File: src/phy_ctl_pkg.sv
// Shared constants and types for the port transceiver control register block
package phy_ctl_pkg;

   // Geometry
   localparam int unsigned NUM_PORTS = 2;
   localparam int unsigned ADDR_W = 8;
   localparam int unsigned DATA_W = 8;
   localparam int unsigned FAULT_COUNT_W = 9;
   localparam int unsigned NIBBLE_W = 4;

   // Register offsets, index 0 is port 1, index 1 is port 2
   localparam logic [1:0][7:0] SPECIAL_ADDR = {8'h2a, 8'h1a};
   localparam logic [1:0][7:0] DIST_ADDR = {8'h2b, 8'h1b};
   localparam logic [1:0][7:0] CTRL_ADDR = {8'h2c, 8'h1c};
   // Third port copies, reserved
   localparam logic [7:0] P3_SPECIAL_ADDR = 8'h3a;
   localparam logic [7:0] P3_DIST_ADDR = 8'h3b;
   localparam logic [7:0] P3_CTRL_ADDR = 8'h3c;

   // Special control/status fields
   localparam int unsigned SC_SHORT_BIT = 7;
   localparam int unsigned SC_RESULT_HI = 6;
   localparam int unsigned SC_RESULT_LO = 5;
   localparam int unsigned SC_DIAG_EN_BIT = 4;
   localparam int unsigned SC_FORCE_LINK_BIT = 3;
   localparam int unsigned SC_REM_LOOP_BIT = 1;
   localparam int unsigned SC_COUNT_MSB_BIT = 0;
   localparam logic SC_RESERVED_VAL = 1'b0;

   // Link control fields
   localparam int unsigned CTRL_AN_EN_BIT = 7;
   localparam int unsigned CTRL_SPEED_BIT = 6;
   localparam int unsigned CTRL_DUPLEX_BIT = 5;
   localparam int unsigned CTRL_ADV_HI = 4;
   localparam int unsigned ADV_W = 5;

   // Reset values
   localparam logic [7:0] CTRL_RESET = 8'hff;
   localparam logic [7:0] DIST_RESET = 8'h00;
   localparam logic [7:0] RDATA_RESET = 8'h00;
   localparam logic [7:0] UNMAPPED_DATA = 8'h00;

   // Diagnostic result codes
   localparam logic [1:0] DIAG_NORMAL = 2'h0;
   localparam logic [1:0] DIAG_OPEN = 2'h1;
   localparam logic [1:0] DIAG_FAILED = 2'h3;

   // Fault distance step, millimetres per count
   localparam int unsigned FAULT_STEP_MM = 400;

   // Diagnostic watchdog: longest wait for the analog side
   localparam int unsigned CLK_PERIOD_PS = 5000;
   localparam int unsigned DIAG_TIMEOUT_NS = 100000;
   localparam int unsigned DIAG_TIMEOUT_CYC = (DIAG_TIMEOUT_NS * 1000) / CLK_PERIOD_PS;

   typedef enum logic {
      DIAG_IDLE = 1'b0,
      DIAG_RUN = 1'b1
   } diag_state_t;

endpackage : phy_ctl_pkg

File: src/phy_port_regs.sv
// One port's special control/status, fault count and link control registers
`timescale 1ns/1ps
module phy_port_regs #(
   parameter int unsigned TIMEOUT_CYCLES = phy_ctl_pkg::DIAG_TIMEOUT_CYC
) (
   input wire logic clk_i,
   input wire logic rst_i,
   input wire logic load_straps_i,
   input wire logic strap_an_i,
   input wire logic strap_speed_i,
   input wire logic strap_duplex_i,
   input wire logic wr_special_i,
   input wire logic wr_ctrl_i,
   input wire logic [7:0] wdata_i,
   input wire logic diag_done_i,
   input wire logic [1:0] diag_result_i,
   input wire logic diag_short_i,
   input wire logic [8:0] diag_count_i,
   output logic [7:0] special_o,
   output logic [7:0] dist_o,
   output logic [7:0] ctrl_o,
   output logic diag_start_o,
   output logic force_link_o,
   output logic rem_loop_o
);

   localparam int unsigned TW = $clog2(TIMEOUT_CYCLES + 1);
   localparam logic [TW-1:0] TIMER_LAST = TW'(TIMEOUT_CYCLES - 1);
   localparam logic [TW-1:0] TIMER_ZERO = '0;

   typedef struct packed {
      phy_ctl_pkg::diag_state_t state;
      logic [TW-1:0] timer;
      logic short_flag;
      logic [1:0] result;
      logic [8:0] count;
      logic force_link;
      logic rem_loop;
      logic [7:0] ctrl;
      logic start;
   } port_state_t;

   localparam port_state_t STATE_RESET = '{
      state: phy_ctl_pkg::DIAG_IDLE, timer: TIMER_ZERO, short_flag: 1'b0,
      result: phy_ctl_pkg::DIAG_NORMAL, count: 9'h000, force_link: 1'b0,
      rem_loop: 1'b0, ctrl: phy_ctl_pkg::CTRL_RESET, start: 1'b0};

   port_state_t st_ff;
   port_state_t nxt_st;
   logic start_req;
   logic finish;

   // Completion or watchdog expiry ends a running test
   assign start_req = wr_special_i & wdata_i[phy_ctl_pkg::SC_DIAG_EN_BIT];
   assign finish = (st_ff.state == phy_ctl_pkg::DIAG_RUN) &
                   (diag_done_i | (st_ff.timer == TIMER_LAST));

   // Next state of the whole port
   always_comb begin
      nxt_st = st_ff;
      nxt_st.start = 1'b0;
      if (wr_special_i) begin
         nxt_st.force_link = wdata_i[phy_ctl_pkg::SC_FORCE_LINK_BIT];
         nxt_st.rem_loop = wdata_i[phy_ctl_pkg::SC_REM_LOOP_BIT];
      end
      if (wr_ctrl_i) begin
         nxt_st.ctrl = wdata_i;
      end
      if (load_straps_i) begin
         nxt_st.ctrl[phy_ctl_pkg::CTRL_AN_EN_BIT] = strap_an_i;
         nxt_st.ctrl[phy_ctl_pkg::CTRL_SPEED_BIT] = strap_speed_i;
         nxt_st.ctrl[phy_ctl_pkg::CTRL_DUPLEX_BIT] = strap_duplex_i;
      end
      unique case (st_ff.state)
         phy_ctl_pkg::DIAG_IDLE: begin
            nxt_st.timer = TIMER_ZERO;
         end
         phy_ctl_pkg::DIAG_RUN: begin
            nxt_st.timer = st_ff.timer + TW'(1);
            if (finish) begin
               nxt_st.state = phy_ctl_pkg::DIAG_IDLE;
               if (diag_done_i) begin
                  nxt_st.short_flag = diag_short_i;
                  nxt_st.result = diag_result_i;
                  nxt_st.count = diag_count_i;
               end else begin
                  // No answer from the analog side: report a failed test
                  nxt_st.short_flag = 1'b0;
                  nxt_st.result = phy_ctl_pkg::DIAG_FAILED;
                  nxt_st.count = 9'h000;
               end
            end
         end
      endcase
      // A start that meets completion wins and launches the next test
      if (start_req & ((st_ff.state == phy_ctl_pkg::DIAG_IDLE) | finish)) begin
         nxt_st.state = phy_ctl_pkg::DIAG_RUN;
         nxt_st.timer = TIMER_ZERO;
         nxt_st.start = 1'b1;
      end
   end

   // State register
   always_ff @(posedge clk_i or posedge rst_i) begin
      if (rst_i) begin
         st_ff <= STATE_RESET;
      end else begin
         st_ff <= nxt_st;
      end
   end

   // Read views; the enable bit reads one while a test runs
   assign special_o = {st_ff.short_flag, st_ff.result,
                       st_ff.state == phy_ctl_pkg::DIAG_RUN, st_ff.force_link,
                       phy_ctl_pkg::SC_RESERVED_VAL, st_ff.rem_loop,
                       st_ff.count[phy_ctl_pkg::FAULT_COUNT_W-1]};
   assign dist_o = st_ff.count[7:0];
   assign ctrl_o = st_ff.ctrl;
   assign diag_start_o = st_ff.start;
   assign force_link_o = st_ff.force_link;
   assign rem_loop_o = st_ff.rem_loop;

endmodule : phy_port_regs

File: config.mk
export PLATFORM = sky130hd
export DESIGN_NAME = phy_port_regs
export DESIGN_NICKNAME = d
export VERILOG_FILES = /design/src/phy_ctl_pkg.sv /design/src/phy_port_regs.sv
export SDC_FILE = /design/constraint.sdc
export NUM_CORES = 1
export LEC_CHECK = 0
export BUFFER_PORTS_ARGS = -buffer_cell sky130_fd_sc_hd__buf_2
export CORE_MARGIN = 2
export CORE_UTILIZATION = 50
export DETAILED_ROUTE_END_ITERATION = 8
export PLACE_DENSITY_LB_ADDON = 0.08
export SYNTH_ARGS = -nofsm -noshare
export SYNTH_HDL_FRONTEND = slang
export SYNTH_SLANG_ARGS = --single-unit
File: constraint.sdc
create_clock -name clk_i -period 5.4 [get_ports clk_i]
set_input_delay 1.08 -clock clk_i [delete_from_list [all_inputs] [get_ports clk_i]]
set_output_delay 1.08 -clock clk_i [all_outputs]
set_load 0.02 [all_outputs]
Word level (Yosys, flattened, before mapping)
Cells that the tools add are included.
{ "classes": {"reduce_logical": 2, "muxes": 8, "n_eq_ne": 1, "addsub": 1, "bitwise_logic": 6} }
{ "ops": {"columns": ["cell", "count"], "rows": [
  ["15-bit one-hot mux with 2 select lines", 1],
  ["16-bit 2-to-1 mux", 1],
  ["15-bit by 1-bit adder with 15-bit output, second input constant", 1],
  ["15-bit equality test, second input constant", 1],
  ["12-bit 2-to-1 mux", 1],
  ["8-bit 2-to-1 mux", 1],
  ["1-bit bitwise AND", 3],
  ["1-bit 2-to-1 mux", 3],
  ["3-bit 2-to-1 mux", 1],
  ["1-bit OR", 2],
  ["2-bit AND reduction", 1],
  ["2-bit nonzero test", 1],
  ["1-bit NOT", 1]
]} }
{ "totals": {"word_cells": 28, "inputBits": 29, "ff_bits": 39, "output_inout_bits": 27} }

Depth between registers and ports, before layout
{ "depth": {"depth_word": 6, "mapped_depth": 6, "mapped_depth_nobuf": 5} }

Least setup slack after synthesis
Ideal clock, no wire load.
{ "synth_timing": {"path_type": "reg-to-reg", "startpoint": "register st_ff[28] in the netlist's numbering", "endpoint": "register st_ff[30] in the netlist's numbering", "setup_ns": 0.119, "required_ns": 5.281, "path_buffers": 1, "stages_incl_launch_ff": 6, "synth_period_minus_slack_ns": 1.857, "setup_slack_ns": 3.543, "arrival_time_ns": 1.738, "path_cell_list": "dfrtp_1 or4b_4 nor4_4 a2bb2oi_2 buf_6 nor2_1"} }
{ "synth_rtl": {"columns": ["item", "line", "text"], "rows": [
  ["start, declared", "phy_port_regs.sv:48", "port_state_t st_ff;"],
  ["start signal, assigned", "phy_port_regs.sv:108", "st_ff <= nxt_st;"]
]} }

==> results.sh <==
export IMPL_status="finished clean"
export IMPL_drt_wl_total_um=3160
export IMPL_fin_skew_ns=0.00523
export IMPL_hold_violations=0
export IMPL_n_fill_cell=320
export IMPL_syn_inst=164
export IMPL_rsz0062_at_grt="false"
export IMPL_cts_tree="built"
export IMPL_postRouteAntennaNets=0
export IMPL_hold_end="st_ff[23]"
export IMPL_crit_slowest_cell="a2bb2oi_2"
export IMPL_n_antenna_cell=0
export IMPL_grt_max_degree=40
export IMPL_synth_commonest_cells="dfrtp_1 (31), buf_4 (24), nor2_1 (17)"
export IMPL_die_w_um=64.8
export IMPL_slowest_delay_ns=0.54
export IMPL_yosysMostFrequentCell="dfrtp_1"
export IMPL_ys_ff_latch=39
export IMPL_ios=56
export IMPL_start_kind="flop"
export IMPL_pwr_density_cell_nw_per_um2=349
export IMPL_hpwl_um=2280
export IMPL_initial_utilization=0.513
export IMPL_worst_pin_slew_ns=0.616
export IMPL_grt_pass1_wl_um=5240
export IMPL_vdd_drop_max_v=0.000191
export IMPL_ctsResizeCount=0
export IMPL_dpl_cell_area_um2=1980
export IMPL_synth_top_cell_area_share=0.419
export IMPL_die_height_um=64.8
export IMPL_viasPerCell=4.99
export IMPL_reg2reg_from="st_ff[23]"
export IMPL_setup_tns_ns=0
export IMPL_place_gp_congestion=0.700
export IMPL_antenna_found_initial=0
export IMPL_drc=0
export IMPL_hold_path_startpoint="st_ff[23]"
export IMPL_ctsHtreeMaxLevel=2
export IMPL_final_cells=247
export IMPL_worstRegToRegCells=5
export IMPL_yosys_area_top_type="dfrtp_1"
export IMPL_post_drt_wl_per_cell_um=12.8
export IMPL_synth_top_cells_by_area="dfrtp_1 (42%), dfstp_2 (11%), buf_4 (9.7%)"
export IMPL_synth_enable_flop_cells=0
export IMPL_cts_hold_buf=0
export IMPL_reg2reg_setup_slack_ns=3.27
export IMPL_synth_flop_cell="dfrtp_1"
export IMPL_clock_sinks=39
export IMPL_cts_setup_buffers=0
export IMPL_final_area_um2=2120
export IMPL_fmaxAchievable_mhz=470
export IMPL_drv_slew=0
export IMPL_layout_nets=228
export IMPL_end_kind="flop"
export IMPL_fin_crit_ns=2.13
export IMPL_cp_data_arrival_time_ns=2.27
export IMPL_r2r_end="st_ff[36]"
export IMPL_grt_overflow_total=0
export IMPL_path_cells="ha_1 > nand4_1 > nor4_4 > a2bb2oi_2 > nor2_1"
export IMPL_drtIter0Drc=50
export IMPL_syn_to_final_growth_pct=14.4
export IMPL_yosysSeqAreaShare=0.533
export IMPL_synthArstFlopShare=1.00
export IMPL_hp_class="flop to flop"
export IMPL_fp_dieArea_um2=4200
export IMPL_crit_type="flop to flop"
export IMPL_finalSetupViolCount=0
export IMPL_critPathRequiredTime_ns=5.54
export IMPL_relSlewSlack=0.589
export IMPL_syn_area_um2=1850
export IMPL_holdPathStages=1
export IMPL_cts_clk_slew_worst_paths_ns=0.07
export IMPL_grt_pass1_vias=1206
export IMPL_max_cap_violations=0
export IMPL_ys_types=32
export IMPL_setup_worst_path_start="st_ff[23]"
export IMPL_via_count=1233
export IMPL_drive_above_1_share=0.412
export IMPL_path_max_fanout=15
export IMPL_syn_mean_instance_area_um2=11.3
export IMPL_syn_nets=194
export IMPL_cts_root_buf="clkbuf_8"
export IMPL_numCtsBuffers=5
export IMPL_ys_warn_count=0
export IMPL_min_period_over_period=0.394
export IMPL_portBuffers=54
export IMPL_timing_hold_ws_ns=0.483
export IMPL_cts_buffer_depth=2
export IMPL_worstSkewPairLatency_ns=0.28
export IMPL_post_place_cells=239
export IMPL_track_usage=0.162
export IMPL_p_leak_nw=1.00
export IMPL_dr_pass1_iters=4
export IMPL_fp_coreArea_um2=3610
export IMPL_rows=22
-- metal layers --
layer	vias to the layer above	routed length [um]	part of all wire	GRT usage
met5	-	0	0	0
met4	0	28	0.0089	0.0718
met3	4	167	0.053	0.0399
met2	35	1510	0.48	0.256
met1	593	1450	0.46	0.210
li1	601	-	-	-
-- cell usage in the layout, fill, tap and decap left out, types with 3 or more instances in the layout --
cell	n
nand3_1	4
o21ai_0	4
xor2_1	4
mux2i_1	3
dfrtp_1	31
mux2_2	7
buf_2	54
a22o_1	10
nand2_1	10
inv_1	4
clkbuf_8	5
dfstp_2	8
nor2_1	17
nor4_1	3
xnor2_1	9
nor3_1	4
nand4_1	4
-- state kept, by name (all words and copies together), names as in the netlist --
signal / count
diag_start_o: 1
rem_loop_o: 1
special_o: 5
force_link_o: 1
ctrl_o: 8
st_ff: 15
dist_o: 8
-- critical path: cells and delay by family, from the launching register on --
kind	cells	cell delay (ns)
and+or+nand+nor	3	0.82
AOI/OAI and AO/OA	1	0.54
DFF	1	0.39
adders and majority gates	1	0.24
-- stage by stage --
stage	total power, W	utilization	setup WS [ns]
floorplan	0.000456	-	3.44
global placement	0.000463	0.550	3.28
detailed placement	0.000467	0.550	3.23
CTS	0.000748	0.587	3.21
global route	0.000777	0.587	3.03
finish	0.000739	0.587	3.27
-- report_power, final --
part | switching (W) | total (W) | internal (W)
combinational | 0.0000726 | 0.000120 | 0.0000476
clock | 0.0000939 | 0.000279 | 0.000185
sequential | 0.0000164 | 0.000340 | 0.000324
-- how the worst max path moves through the flow --
stage,end,slack (ns),cells past startpoint
after floorplan,diag_start_o,3.44,1
after global placement,st_ff[33],3.28,4
after detailed placement,st_ff[36],3.23,5
after CTS,st_ff[36],3.21,5
after global routing,st_ff[34],3.03,5
final,st_ff[36],3.27,5
-- cell type report --
class                      count  area (um2)  area share
multi-input combinational     93         644       0.305
clock inverter                 2        60.1      0.0284
sequential                    39         986       0.466
clock buffer                   6        72.6      0.0343
inverter                       4        15.0     0.00710
timing repair buffer          55         278       0.131
tap                           48        60.1      0.0284
-- cell families after synthesis --
group,share of synthesized area
other,0.00203
XOR/XNOR,0.0616
AND/OR/NAND/NOR,0.137
AO/OA/AOI/OAI,0.0819
flip-flops,0.533
adder cells (fa/ha/maj),0.00676
multiplexers,0.0589
buffers and inverters,0.118
Power figures use the tool's default switching activity.
